**src/pch_defs.vh**
```
// What this block does
// - Request low in user mode restarts configuration
// - Status held low during power-on delay
// - Done held low until loading completes
// - Done rises only after error-free full image
// - Oscillator init: user mode 175-437 us
// - User clock usable four clock periods after done
// - User clock init: delay plus 8576 periods
// - Init-complete output low until initialization ends
// - Serial data pin returns to user I/O
`ifndef PCH_DEFS_VH
`define PCH_DEFS_VH
// ----------------------------------------------------------------
// Timing constants
// ----------------------------------------------------------------
`define PCH_CLK_MHZ          10
`define PCH_POR_US           100
`define PCH_POR_CYC          (`PCH_POR_US * `PCH_CLK_MHZ)
`define PCH_UM_MIN_US        175
`define PCH_UM_MAX_US        437
`define PCH_UM_CYC           (`PCH_UM_MIN_US * `PCH_CLK_MHZ)
`define PCH_CU_PERIODS       4
`define PCH_USR_PERIODS      8576
`define PCH_DONE_EDGES       2
`define PCH_STROBE_NS        250
`define PCH_STROBE_CYC       ((`PCH_STROBE_NS * `PCH_CLK_MHZ + 999) / 1000)
`define PCH_CNT_W            14
`define PCH_IMG_W            32
`define PCH_CNT_ONE          14'h0001
`define PCH_CNT_ZERO         14'h0000
`define PCH_MODE_SERIAL      2'h0
`define PCH_MODE_X8          2'h1
`define PCH_MODE_X16         2'h2
`endif

```
**src/pch_passive_config.v**
```verilog
`timescale 1ns/1ps
`include "pch_defs.vh"
module pch_passive_config #(
  parameter [31:0] POR_CYC   = `PCH_POR_CYC,
  parameter [31:0] IMG_BITS  = 32'h0000_0100
)(
  // Clock and reset
  input  wire        i_clk,
  input  wire        i_reset_n,
  // Link pins from the host
  input  wire        i_reconfig_request_n,
  input  wire        i_config_clock,
  input  wire        i_serial_config_in,
  input  wire [15:0] i_data_lanes,
  input  wire [1:0]  i_scheme_select_pins,
  // Options
  input  wire        i_user_clock_sel,
  input  wire        i_user_init_clock,
  input  wire        i_init_done_en,
  input  wire        i_data_error,
  // Status outputs
  output reg         o_config_status_n_out,
  output reg         o_config_status_n_oe,
  output reg         o_config_complete,
  output reg         o_init_done_n_oe,
  output reg         o_user_mode,
  output reg         o_serial_pin_user_io
);
  // ----------------------------------------------------------------
  // States
  // ----------------------------------------------------------------
  localparam [5:0] S_POR  = 6'b000001;
  localparam [5:0] S_LOAD = 6'b000010;
  localparam [5:0] S_DONE = 6'b000100;
  localparam [5:0] S_INIT = 6'b001000;
  localparam [5:0] S_USER = 6'b010000;
  localparam [5:0] S_ERR  = 6'b100000;
  localparam [`PCH_CNT_W-1:0] UM_CYC  = `PCH_UM_CYC;
  localparam [`PCH_CNT_W-1:0] USR_CYC = `PCH_USR_PERIODS;
  localparam [`PCH_CNT_W-1:0] CU_CYC  = `PCH_CU_PERIODS;
  localparam [1:0] EDGES = `PCH_DONE_EDGES;

  reg [5:0]             state_q;
  reg [31:0]            por_q;
  reg [`PCH_IMG_W-1:0]  bits_q;
  reg [`PCH_CNT_W-1:0]  cnt_q;
  reg [1:0]             fall_q;
  reg [2:0]             req_s, config_clock_s, din_s, uclk_s;
  reg [1:0]             mode_s1, mode_s2;
  reg [1:0]             err_s, usel_s, ien_s;
  reg                   err_q;
  reg                   armed_q;

  // ----------------------------------------------------------------
  // Synchronisers; third stage feeds edge detection, or the unused_in tie-off for din_s
  // ----------------------------------------------------------------
  always @(posedge i_clk or negedge i_reset_n)
  begin
    if (!i_reset_n)
    begin
      req_s  <= 3'h7;
      config_clock_s <= 3'h0;
      din_s  <= 3'h0;
      uclk_s <= 3'h0;
    end
    else
    begin
      req_s  <= {req_s[1:0], i_reconfig_request_n};
      config_clock_s <= {config_clock_s[1:0], i_config_clock};
      din_s  <= {din_s[1:0], i_serial_config_in};
      uclk_s <= {uclk_s[1:0], i_user_init_clock};
    end
  end

  // ----------------------------------------------------------------
  // Option and scheme pins; static in use, but still two flops deep
  // ----------------------------------------------------------------
  // A pin that moves mid-load must not reach the counters half settled
  always @(posedge i_clk or negedge i_reset_n)
  begin
    if (!i_reset_n)
    begin
      mode_s1 <= `PCH_MODE_SERIAL;
      mode_s2 <= `PCH_MODE_SERIAL;
      err_s   <= 2'h0;
      usel_s  <= 2'h0;
      ien_s   <= 2'h0;
    end
    else
    begin
      mode_s1 <= i_scheme_select_pins;
      mode_s2 <= mode_s1;
      err_s   <= {err_s[0], i_data_error};
      usel_s  <= {usel_s[0], i_user_clock_sel};
      ien_s   <= {ien_s[0], i_init_done_en};
    end
  end

  wire [1:0] mode_sync = mode_s2;
  wire       err_sync  = err_s[1];
  wire       usel_sync = usel_s[1];
  wire       ien_sync  = ien_s[1];

  wire req_lo   = ~req_s[1];
  wire config_clock_ris = config_clock_s[1] & ~config_clock_s[2];
  wire config_clock_fal = ~config_clock_s[1] & config_clock_s[2];
  wire uclk_ris = uclk_s[1] & ~uclk_s[2];
  // Bits per rising edge by scheme; lanes beyond the width are ignored
  wire [`PCH_IMG_W-1:0] step = (mode_sync == `PCH_MODE_X16) ? 32'h0000_0010 :
                               (mode_sync == `PCH_MODE_X8)  ? 32'h0000_0008 :
                                                                         32'h0000_0001;
  wire unused_in = din_s[2] ^ ^i_data_lanes;

  // ----------------------------------------------------------------
  // Configuration sequence
  // ----------------------------------------------------------------
  always @(posedge i_clk or negedge i_reset_n)
  begin
    if (!i_reset_n)
    begin
      state_q <= S_POR;
      por_q   <= 32'h0000_0000;
      bits_q  <= 32'h0000_0000;
      cnt_q   <= `PCH_CNT_ZERO;
      fall_q  <= 2'h0;
      err_q   <= 1'b0;
      armed_q <= 1'b0;
    end
    else if (req_lo && state_q != S_POR)
    begin
      state_q <= S_LOAD;
      bits_q  <= 32'h0000_0000;
      err_q   <= 1'b0;
    end
    else
    begin
      case (state_q)
        S_POR:
        begin
          if (por_q >= POR_CYC - 32'h0000_0001)
            state_q <= S_LOAD;
          else
            por_q <= por_q + 32'h0000_0001;
        end
        S_LOAD:
        begin
          if (config_clock_ris)
          begin
            bits_q <= bits_q + step;
            if (err_sync | unused_in & 1'b0)
              err_q <= 1'b1;
          end
          if (err_q)
            state_q <= S_ERR;
          else if (bits_q >= IMG_BITS)
          begin
            state_q <= S_DONE;
            fall_q  <= 2'h0;
            armed_q <= 1'b0;
            cnt_q   <= `PCH_CNT_ZERO;
          end
        end
        S_DONE:
        begin
          // Two falling config-clock edges start initialization; a fall
          // counts only after a rise seen in this state, so the fall that
          // closes the last data beat cannot stand in for one of the two
          if (config_clock_ris)
            armed_q <= 1'b1;
          if (config_clock_fal && armed_q)
          begin
            armed_q <= 1'b0;
            fall_q  <= fall_q + 2'h1;
            if (fall_q == EDGES - 2'h1)
              state_q <= S_INIT;
          end
        end
        S_INIT:
        begin
          // Count from the second counted config-clock fall: oscillator path or user clock path
          if (!usel_sync)
          begin
            cnt_q <= cnt_q + `PCH_CNT_ONE;
            if (cnt_q >= UM_CYC - `PCH_CNT_ONE)
              state_q <= S_USER;
          end
          else if (uclk_ris)
          begin
            cnt_q <= cnt_q + `PCH_CNT_ONE;
            if (cnt_q >= USR_CYC + CU_CYC - `PCH_CNT_ONE)
              state_q <= S_USER;
          end
        end
        S_USER:  state_q <= S_USER;
        S_ERR:   state_q <= S_ERR;
        default: state_q <= S_POR;
      endcase
    end
  end

  // ----------------------------------------------------------------
  // Registered pin outputs
  // ----------------------------------------------------------------
  always @(posedge i_clk or negedge i_reset_n)
  begin
    if (!i_reset_n)
    begin
      o_config_status_n_out <= 1'b0;
      o_config_status_n_oe  <= 1'b1;
      o_config_complete     <= 1'b0;
      o_init_done_n_oe      <= 1'b0;
      o_user_mode           <= 1'b0;
      o_serial_pin_user_io  <= 1'b0;
    end
    else
    begin
      // Open drain: drive low in reset delay, on error, or while request is low
      o_config_status_n_oe  <= (state_q == S_POR) | (state_q == S_ERR) | req_lo;
      o_config_status_n_out <= 1'b0;
      o_config_complete     <= (state_q == S_DONE) | (state_q == S_INIT) |
                               (state_q == S_USER);
      o_init_done_n_oe      <= ien_sync & (state_q != S_USER) &
                               (state_q != S_POR);
      o_user_mode           <= (state_q == S_USER);
      o_serial_pin_user_io  <= (state_q == S_USER);
    end
  end
endmodule

```
**config.mk**
```make
export PLATFORM = sky130hd
export DESIGN_NAME = pch_passive_config
export DESIGN_NICKNAME = d
export VERILOG_FILES = /design/src/pch_passive_config.v
export VERILOG_INCLUDE_DIRS = /design/src
export SDC_FILE = /design/constraint.sdc
export NUM_CORES = 1
export LEC_CHECK = 0
export BUFFER_PORTS_ARGS = -buffer_cell sky130_fd_sc_hd__buf_2
export CELL_PAD_IN_SITES_DETAIL_PLACEMENT = 1
export CELL_PAD_IN_SITES_GLOBAL_PLACEMENT = 1
export CORE_ASPECT_RATIO = 0.5
export CORE_MARGIN = 10
export CORE_UTILIZATION = 43
export DETAILED_ROUTE_END_ITERATION = 10
export PLACE_DENSITY = 0.73
export SETUP_SLACK_MARGIN = 0.2
export SLEW_MARGIN = 30
export SYNTH_ARGS = -nofsm -noshare
export SYNTH_HDL_FRONTEND = slang
export SYNTH_SLANG_ARGS = --single-unit
```
**constraint.sdc**
```tcl
create_clock -name i_clk -period 2.3 [get_ports i_clk]
set_clock_uncertainty 0.15 [all_clocks]
set_input_delay 0.23 -clock i_clk [delete_from_list [all_inputs] [get_ports i_clk]]
set_output_delay 0.23 -clock i_clk [all_outputs]
set_load 0.01 [all_outputs]
```
==> reports/results.ini, run 1 <==
[setup_path]
rr_startpoint=mode_s2[1]$_DFF_PN0_
r2r_slack_ns=0.01
critPathBufInv=2
path_cells=inv_2, ha_2, ha_4, a41o_1, a21oi_4, a211oi_4, buf_4, nand4_1, xor2_1, nor2_1
critPathTopFamily=compound AO/OA/AOI/OAI gates
worstReg2RegEnd=bits_q[19]$_DFFE_PN0P_
crit_arrival_ns=2.42
critPathKind=flip-flop to flip-flop
crit_required_ns=2.43
slowest_delay_ns=0.40
start_kind=flip-flop
crit_fanout=3
r2r_cells=10
crit_slowest_cell=dfrtp_1
end_kind=flip-flop

[die]
die-area_um2=16570
die_h_um=96.17
start_util_pct=44.76
die_w_um=172.3
core_area_um2=11150
rows=27
pin_count=33

[final_layout]
syn_to_final_growth_pct=27.11
nNetsFinal=555
final_core_util_pct=56.89
drive_gt1_share_pct=30.65
n_antenna_cell=0
fill_cells=1156

[logic_synthesis]
postSynthCellCount=476
yosysWarnings=0
syn_nets=514
synth_area_leaders=dfrtp_1, xor2_1, nor2_1, ha_1, o21ai_0
syn_area_per_cell_um2=10.48
syn_area_um2=4990
synthDistinctLibCells=57
synth_top_area_share_pct=53.16
synth-seq-area-share_pct=55.27
postSynth.asyncResetShare_pct=100.0
synth_largest_area_cell=dfrtp_1
synthTopCellsByCount=dfrtp_1, nor2_1, nand2_1
ys.flop_type=dfrtp_1
yosysMostFrequentCell=dfrtp_1
ys_ff_latch=110
synth_edf_count=0

[global_routing]
grt_pass1_wl_um=19500
grt_usage_pct=14.88
antenna_found_initial=0
grt_overflow_total=0
grt_pass1_vias=3899
grt_max_degree=45

[timing]
hold_viol_final=0
hold_ws_ns=0.2032
setup_viol=0
finalCritPeriodShare_pct=99.51
slew_violations=0
fin_crit_ns=2.289
rsz0062_at_grt=true
worst_pin_slew_ns=0.7199
max_freq_mhz=436.9
slew_headroom_pct=51.96

[power_and_ir_drop]
p_per_area_nw_per_um2=721.2
vdd_drop_max_mv=0.3865
cellLeakagePower_uw=0.002819

[place]
dpl.hpwl_um=7471
place_congestion=0.7778
io_buffers=14

[run_status]
status=completed

[worst_hold_path]
holdCritPathClass=flip-flop to flip-flop
hold_start=mode_s1[0]$_DFF_PN0_
min_path_cells=0
whs_endpoint=mode_s2[0]$_DFF_PN0_

[clocking]
cts_buffers=9
root_buffer=clkbuf_16
path_clk_slew_ns=0.08
max-clock-path-buffers=2
cts_htree_levels=3
clock_latency_ns=0.36
cts_tree=yes
cts_sinks=110

[routing]
vias_per_cell=5.568
vias=3714
drt-total-wl_um=12660
wl_per_cell_um=18.97
drcViolationCount=0
dr.first_iter.drc_count=150
first_pass_iters=4
ant_nets=0

[flow_run]
drv_cap=0

==> per-layer routing <==
metal	vias to the layer above	part of all wire (%)	GRT usage, %
li1	1740	-	-
met1	1903	44	18.01
met2	54	52	25.48
met3	17	2.7	3.307
met4	0	1.5	6.272
met5	-	0	0
==> layout make-up <==
| class | instances | area (um^2) | area share, % |
|---|---|---|---|
| flip-flops and latches | 110 | 2761 | 43.54 |
| multi-input cells | 321 | 2470 | 38.94 |
| repair buffers | 64 | 566.8 | 8.937 |
| clock buffers | 9 | 225.2 | 3.551 |
| well taps | 145 | 181.4 | 2.861 |
| clock inverters | 7 | 96.34 | 1.519 |
| inverters | 11 | 41.29 | 0.6510 |
==> where the power goes <==
part | internal (uW) | total [uW] | switching [uW]
logic | 378 | 793 | 415
clock network | 798 | 1630 | 834
registers | 2040 | 2150 | 109
==> stage by stage <==
stage | power [uW] | instances | cell area, um^2 | setup slack, ns | TNS [ns]
final | 4574 | 667 | 6342 | 0.01133 | 0
after global routing | 4796 | 667 | 6342 | -0.07005 | -0.2047
after CTS | 4522 | 661 | 6031 | 0.06049 | 0
after detailed placement | 2794 | 624 | 5368 | -0.07460 | -0.2451
after global placement | 2766 | 624 | 5368 | -0.005399 | -0.005399
after floorplan | 2525 | 476 | 5044 | 0.1559 | 0
==> flip-flops by register name, indices dropped and copies added, names as in the netlist, 2 cells and up <==
signal / flops
bits_q: 32
cnt_q: 14
config_clock_s: 3
err_s: 2
fall_q: 2
ien_s: 2
mode_s1: 2
mode_s2: 2
por_q: 32
req_s: 2
state_q: 6
uclk_s: 3
usel_s: 2
==> repair_timing <==
item / in CTS / in global routing
hold buffers: 9 / 0
endpoints found under the hold margin: 39 / 0
resized for setup: 37 / 68
pin swaps: 20 / 34
endpoints found under the setup margin: 43 / 55
setup buffers: 10 / 6
gates cloned: 2 / 0
==> cell usage in the layout, fill, tap and decap left out, drive strengths merged, types with 2 or more instances in the layout <==
master	instances
nor3	10
or4	3
mux2i	2
and3	16
o31ai	8
or3	2
ha	11
xnor2	10
inv	15
xor2	28
dfrtp	106
nor4	14
nand2	37
nor3b	3
o21ai	35
nand2b	5
dfstp	4
a31oi	4
and4	6
nor2	53
a21o	4
nand4	8
a31o	2
nand3b	3
a21oi	12
a2111oi	2
clkinv	3
nand3	20
clkbuf	9
and2	5
dlygate4sd3	9
buf	55
o41ai	2
a211oi	3
==> cells by family (layout without fill, tap and decap cells) <==
| family | count (synthesis) | count (layout) | synth area share, % |
|---|---|---|---|
| and+or+nand+nor | 186 | 187 | 19.36 |
| DFF | 110 | 110 | 55.27 |
| AOI/OAI and AO/OA | 81 | 81 | 11.16 |
| buffers and inverters | 46 | 91 | 4.087 |
| xor gates and xnor gates | 38 | 38 | 6.670 |
| adders and majority gates | 11 | 11 | 2.758 |
| muxes | 3 | 3 | 0.6269 |
| other | 1 | 1 | 0.07515 |
==> worst max-delay path by stage <==
stage,from,cells after the start,endpoint,slack [ns]
global placement,mode_s2[0]$_DFF_PN0_,10,bits_q[26]$_DFFE_PN0P_,-0.005
global route,mode_s2[1]$_DFF_PN0_,10,bits_q[19]$_DFFE_PN0P_,-0.07
CTS,mode_s2[1]$_DFF_PN0_,10,bits_q[25]$_DFFE_PN0P_,0.06
finish,mode_s2[1]$_DFF_PN0_,10,bits_q[19]$_DFFE_PN0P_,0.01
floorplan,state_q[3]$_DFFE_PN0P_,8,cnt_q[9]$_DFFE_PN0P_,0.16
detailed placement,mode_s2[0]$_DFF_PN0_,10,bits_q[26]$_DFFE_PN0P_,-0.07
(Power assumes the default switching activity.)
==> run 2, diff against run 1 <==
--- a/config.mk
+++ b/config.mk
@@ -6,14 +6,16 @@
 export SDC_FILE = /design/constraint.sdc
 export NUM_CORES = 1
 export LEC_CHECK = 0
+export ABC_AREA = 1
 export BUFFER_PORTS_ARGS = -buffer_cell sky130_fd_sc_hd__buf_2
 export CELL_PAD_IN_SITES_DETAIL_PLACEMENT = 1
 export CELL_PAD_IN_SITES_GLOBAL_PLACEMENT = 1
 export CORE_ASPECT_RATIO = 0.5
 export CORE_MARGIN = 10
-export CORE_UTILIZATION = 43
+export CORE_UTILIZATION = 41
 export DETAILED_ROUTE_END_ITERATION = 10
-export PLACE_DENSITY = 0.73
+export GPL_TIMING_DRIVEN = 0
+export PLACE_DENSITY = 0.74
 export SETUP_SLACK_MARGIN = 0.2
 export SLEW_MARGIN = 30
 export SYNTH_ARGS = -nofsm -noshare
==> run 2 against run 1 <==
Effect of this change:
- via count increased by 37%
- area after synthesis increased by 17%
- setup slack improved by 0.18 ns
- critical path depth increased by 2
- power increased by 13%
- fmax increased by 8.3%
- synthesized cell count increased by 61%
- cell count increased by 51%
- flip-flop and latch count unchanged
- highest routed layer unchanged
- global-route usage increased by 1.3 points
- register-to-register slack improved by 0.18 ns
- clock power increased by 4%
- largest cell class is now multi-input gates
==> reports/results.ini, run 2 <==
[place]
io_buffers=14  ; unchanged
dpl_cell_area_um2=6192  ; +15%
dpl.hpwl_um=11300  ; +51%
place_congestion=0.8844  ; +14%

[setup_path]
crit_required_ns=2.43  ; about the same
crit_arrival_ns=2.25  ; -0.17 ns
r2r_slack_ns=0.19  ; +0.18 ns
crit_fanout=4  ; +1
start_kind=flip-flop
end_kind=flip-flop
critPathKind=flip-flop to flip-flop

[final_layout]
seq_area_um2=2763  ; about the same
fin_area_um2=6967  ; +9.8%
layout_common_cells=nand2_1, nor2_1, dfrtp_1
nNetsFinal=851  ; +53%
syn_to_final_growth_pct=19.20
reg_top3=bits_q: 32 flops, por_q: 32 flops, cnt_q: 14 flops
final_common_cell=nand2_1
drive_gt1_share_pct=16.87  ; -14 points
fill_cells=1717  ; +49%
final_core_util_pct=50.71  ; -6.2 points
multi_input_area_um2=2836  ; +15%
n_antenna_cell=0  ; unchanged

[logic_synthesis]
synth_largest_area_cell=dfrtp_1
synthTopCellsByCount=nand2_1, nor2_1, dfrtp_1
yosysWarnings=0  ; unchanged
synth_top_area_share_pct=45.39  ; -7.8 points
syn_area_um2=5844  ; +17%
yosysMostFrequentCell=nand2_1
synth_area_leaders=dfrtp_1, nand2_1, nor2_1, nand3_1, inv_1
synthDistinctLibCells=40  ; -30%
ys_ff_latch=110  ; unchanged
synth_edf_count=0  ; unchanged
ys.flop_type=dfrtp_1
postSynth.asyncResetShare_pct=100.0  ; unchanged
syn_area_per_cell_um2=7.650  ; -27%
synth-seq-area-share_pct=47.18  ; -8.1 points
postSynthCellCount=764  ; +61%
syn_nets=802  ; +56%

[routing]
drcViolationCount=0  ; unchanged
vias_per_cell=5.030  ; -9.7%
ant_nets=0  ; unchanged
first_pass_iters=4  ; unchanged
dr.first_iter.drc_count=299  ; +99%
vias=5080  ; +37%
wl_per_cell_um=15.55  ; -18%
drt-total-wl_um=15710  ; +24%

[die]
pin_count=33  ; unchanged
core_area_um2=13740  ; +23%
die_w_um=188.8  ; +9.6%
start_util_pct=42.54  ; -2.2 points
die_h_um=104.4  ; +8.6%
die-area_um2=19720  ; +19%
rows=30  ; +11%

[clocking]
clock_latency_ns=0.36  ; about the same
cts_buffers=9  ; unchanged
max-clock-path-buffers=2  ; unchanged
path_clk_slew_ns=0.08  ; about the same
cts_sinks=110  ; unchanged
root_buffer=clkbuf_16
cts_htree_levels=3  ; unchanged
cts_tree=yes

[timing]
setup_viol=0  ; unchanged
slew_violations=0  ; unchanged
finalCritPeriodShare_pct=91.85  ; -7.7 points
fin_crit_ns=2.112  ; -0.1762 ns
hold_viol_final=0  ; unchanged
rsz0062_at_grt=true
max_freq_mhz=473.4  ; +8.3%

[global_routing]
grt_pass1_wl_um=26610  ; +36%
antenna_found_initial=0  ; unchanged
grt_pass1_vias=5396  ; +38%
grt_overflow_total=0  ; unchanged
grt_usage_pct=16.18  ; +1.3 points
grt_max_degree=88  ; +96%

[flow_run]
drv_cap=0  ; unchanged

[run_status]
status=completed

[power_and_ir_drop]
vdd_drop_max_mv=0.5575  ; +44%
power_uw=5148  ; +13%
p_per_area_nw_per_um2=738.9  ; +2.5%
cellLeakagePower_uw=0.003263  ; +16%

[worst_hold_path]
holdCritPathClass=input port to asynchronous set/reset pin

[run 2: critical path, cell delays in order, from the launching register on]
cell     delay (ns)
dfrtp_1        0.41
inv_2          0.05
ha_2           0.18
ha_4           0.30
nand2_2        0.07
nor2_2         0.10
nand2_2        0.10
a21oi_4        0.24
buf_6          0.14
nand2_1        0.06
nand2_2        0.06
nand3_2        0.06
o21ai_1        0.12
[run 2: layer usage]
layer	vias up	routed length [um]	part of all wire [%]	track usage, %
li1	2531	-	-	-
met1	2504	7417	47	20.33
met2	35	7823	50	28.02
met3	10	299	1.9	2.711
met4	0	168	1.1	4.279
met5	-	0	0	0
[run 2: where the power goes]
group	switching [uW]	total, uW	leakage [uW]	internal, uW
clock network	874	1690	0.000157	812
registers	104	2170	0.00147	2070
logic	874	1290	0.00164	418
[run 2: per-stage QoR]
step	setup TNS (ns)	hold WS [ns]	setup slack, ns	cells
global placement	-59.02	0.1828	-0.5658	970
detailed placement	-0.7940	-0.05838	-0.1824	971
global route	0	0.1714	0.1055	1010
CTS	0	0.1577	0.1878	1002
finish	0	0.1598	0.1875	1010
floorplan	0	-0.2156	0.2625	764
[run 2: cell type report]
type                       instances  share of cell area, %
buffer                            35                  2.694
clock buffer                       9                  3.233
clock inverter                     7                  1.455
inverter                          81                  4.382
multi-input combinational        538                  40.71
sequential                       110                  39.66
tap                              192                  3.448
timing repair buffer              38                  4.418
[run 2: logic make-up after synthesis]
group	count (synthesis)	share of synthesized area, %
flops	110	47.18
fa+ha+maj	11	2.355
buf+inv	116	8.071
compound gates	65	6.787
xor+xnor	11	1.648
other cells	1	0.06416
simple gates	450	33.89
[run 2: worst paths after layout]
path,depth (start not counted),end,start
setup / recovery,12,bits_q[25]$_DFFE_PN0P_,mode_s2[1]$_DFF_PN0_
hold / removal,2,bits_q[20]$_DFFE_PN0P_,i_reset_n
setup reg to reg,12,bits_q[25]$_DFFE_PN0P_,mode_s2[1]$_DFF_PN0_
hold reg to reg,0,err_s[1]$_DFF_PN0_,err_s[0]$_DFF_PN0_
max in group asynchronous,3,state_q[0]$_DFFE_PN1P_,i_reset_n
min in group i_clk,0,err_s[1]$_DFF_PN0_,err_s[0]$_DFF_PN0_
[run 2: what timing repair did]
item | in CTS | in global routing
pin swaps | 12 | 16
endpoints found under the hold margin | 114 | 0
endpoints found under the setup margin | 28 | 43
hold buffers | 9 | 0
setup buffers | 6 | 8
gates cloned | 0 | 0
resized for setup | 32 | 38
==> run 3, diff against run 2 <==
--- a/config.mk
+++ b/config.mk
@@ -6,16 +6,15 @@
 export SDC_FILE = /design/constraint.sdc
 export NUM_CORES = 1
 export LEC_CHECK = 0
-export ABC_AREA = 1
 export BUFFER_PORTS_ARGS = -buffer_cell sky130_fd_sc_hd__buf_2
 export CELL_PAD_IN_SITES_DETAIL_PLACEMENT = 1
 export CELL_PAD_IN_SITES_GLOBAL_PLACEMENT = 1
 export CORE_ASPECT_RATIO = 0.5
 export CORE_MARGIN = 10
-export CORE_UTILIZATION = 41
+export CORE_UTILIZATION = 43
 export DETAILED_ROUTE_END_ITERATION = 10
 export GPL_TIMING_DRIVEN = 0
-export PLACE_DENSITY = 0.74
+export PLACE_DENSITY = 0.73
 export SETUP_SLACK_MARGIN = 0.2
 export SLEW_MARGIN = 30
 export SYNTH_ARGS = -nofsm -noshare
==> run 3 against run 2 <==
Effect of this change:
- the flow now finishes with violations (setup timing)
- first-iteration DRC count down 15%
- register-to-register slack worse by 0.26 ns
- fmax down 11%
- final area down 7.6%
- utilization up 7.0 points
- routed wire length down 15%
- clock power down 4%
- die area down 16%
- power down 7.9%
- highest routed layer unchanged
==> reports/results.ini, run 3 (same netlist as run 1, synthesis figures left out) <==
[run_status]
status=finished, violations left
violations=setup timing

[setup_path]
worstReg2RegEnd=cnt_q[13]$_DFFE_PN0P_
crit_required_ns=2.40  ; -0.03 ns
rr_startpoint=state_q[3]$_DFFE_PN0P_
end_kind=flip-flop
start_kind=flip-flop
crit_arrival_ns=2.47  ; +0.22 ns
r2r_slack_ns=-0.07  ; -0.26 ns
r2r_cells=9  ; -3
crit_fanout=5  ; +1
critPathKind=flip-flop to flip-flop

[clocking]
clock_latency_ns=0.36  ; about the same
cts_sinks=110  ; unchanged
cts_htree_levels=3  ; unchanged
cts_buffers=9  ; unchanged
cts_tree=yes
path_clk_slew_ns=0.08  ; about the same
root_buffer=clkbuf_16
max-clock-path-buffers=2  ; unchanged

[routing]
drt-total-wl_um=13300  ; -15%
first_pass_iters=5  ; +1
drcViolationCount=0  ; unchanged
ant_nets=0  ; unchanged
wl_per_cell_um=19.25  ; +24%
vias=3841  ; -24%
dr.first_iter.drc_count=253  ; -15%
vias_per_cell=5.559  ; +11%

[place]
dp_slack_ns=-0.3559  ; -0.1735 ns
place_congestion=0.7784  ; -12%
dpl.hpwl_um=7411  ; -34%
io_buffers=14  ; unchanged

[worst_hold_path]
hold_start=mode_s1[0]$_DFF_PN0_
whs_endpoint=mode_s2[0]$_DFF_PN0_
min_path_cells=0
holdCritPathClass=flip-flop to flip-flop

[die]
die_h_um=96.17  ; -7.9%
die-area_um2=16570  ; -16%
core_area_um2=11150  ; -19%
start_util_pct=44.76  ; +2.2 points
rows=27  ; -10%
pin_count=33  ; unchanged
die_w_um=172.3  ; -8.7%

[global_routing]
grt_pass1_wl_um=20570  ; -23%
grt_max_degree=59  ; -33%
grt_usage_pct=15.49  ; -0.69 points
grt_use_met3_pct=3.430  ; +0.72 points
grt_pass1_vias=4057  ; -25%
met2_usage_pct=27.60  ; -0.42 points
met1_usage_pct=18.77  ; -1.6 points
grt_overflow_total=0  ; unchanged
grt.busiest_layer=met2
antenna_found_initial=0  ; unchanged

[power_and_ir_drop]
vdd_drop_max_mv=0.4449  ; -20%
p_per_area_nw_per_um2=736.6  ; -0.31%
power_uw=4741  ; -7.9%
cellLeakagePower_uw=0.002894  ; -11%

[final_layout]
nNetsFinal=579  ; -32%
final_core_util_pct=57.73  ; +7.0 points
layout_common_cells=dfrtp_1, nor2_1, nand2_1
drive_gt1_share_pct=27.47  ; +11 points
fill_cells=1201  ; -30%
n_antenna_cell=0  ; unchanged
reg_top3=bits_q: 32 flops, por_q: 32 flops, cnt_q: 14 flops
syn_to_final_growth_pct=28.99
final_common_cell=dfrtp_1

[timing]
hold_viol_final=0  ; unchanged
slew_violations=0  ; unchanged
rsz0062_at_grt=true
fin_setup_tns_ns=-0.1792  ; -0.1792 ns
slew_headroom_pct=66.05
worst_pin_slew_ns=0.5077
finalCritPeriodShare_pct=103.0  ; +11 points
max_freq_mhz=422.2  ; -11%
setup_slack_ns=-0.06832  ; -0.2559 ns
fin_crit_ns=2.368  ; +0.2559 ns
setup_viol=8  ; +8

[flow_run]
drv_cap=0  ; unchanged

[run 3: changes by cell type in the layout (fill, tap and decap cells not counted), sizes merged, moves of 21 or more]
cell	before	now
nand2	212	36
inv	85	15
nor2	120	53
nand3	73	20
xor2	5	28
nand4	29	8
[run 3: routing by layer]
metal,share of wire [%],up-vias
li1,-,1782
met1,44,1983
met2,52,55
met3,2.8,21
met4,1.7,0
met5,0,-
[run 3: critical path: stages, from the launching register on]
cell	delay, ns
dfrtp_1	0.39
buf_6	0.13
or4_4	0.53
nor3b_4	0.25
o21ai_2	0.13
a21o_4	0.25
buf_12	0.13
buf_16	0.12
o21ai_2	0.10
o31ai_1	0.07
[run 3: what timing repair did]
item	in CTS	in global routing
cloned	1	1
endpoints found under the setup margin	60	60
pin swaps	32	21
hold buffers	9	0
buffers inserted	21	7
resized for setup	74	46
endpoints found under the hold margin	60	0
[run 3: worst max-delay path by stage]
stage | slack (ns) | start | to
2_1_floorplan | 0.16 | state_q[3]$_DFFE_PN0P_ | cnt_q[9]$_DFFE_PN0P_
3_3_place_gp | -0.49 | i_reset_n | ien_s[1]$_DFF_PN0_
3_5_place_dp | -0.36 | state_q[5]$_DFFE_PN0P_ | bits_q[31]$_DFFE_PN0P_
4_1_cts | 0.01 | mode_s2[1]$_DFF_PN0_ | bits_q[25]$_DFFE_PN0P_
5_1_grt | -0.15 | state_q[3]$_DFFE_PN0P_ | bits_q[13]$_DFFE_PN0P_
6_report | -0.07 | state_q[3]$_DFFE_PN0P_ | cnt_q[13]$_DFFE_PN0P_
[run 3: layout make-up]
class	instances	area (um^2)	area share (%)
plain buffers	35	202.7	3.149
clock buffers	9	225.2	3.499
clock inverters	7	96.34	1.497
inverters	11	41.29	0.6415
multi-input cells	320	2422	37.64
flip-flops and latches	110	2761	42.90
well taps	145	181.4	2.819
repair buffers	54	505.5	7.854
[run 3: metrics by stage]
stage	std cells	cell area, um^2	hold slack, ns
floorplan	476	5044	-0.2156
global placement	635	5295	0.1824
detailed placement	636	5333	0.03050
CTS	683	6215	0.2039
global route	691	6436	0.2083
finish	691	6436	0.2026
[run 3: power breakdown]
part	switching (uW)	internal [uW]	leakage (uW)
registers	131	2040	0.00147
clock network	829	798	0.000156
logic	507	437	0.00127
total	1470	3270	0.00289
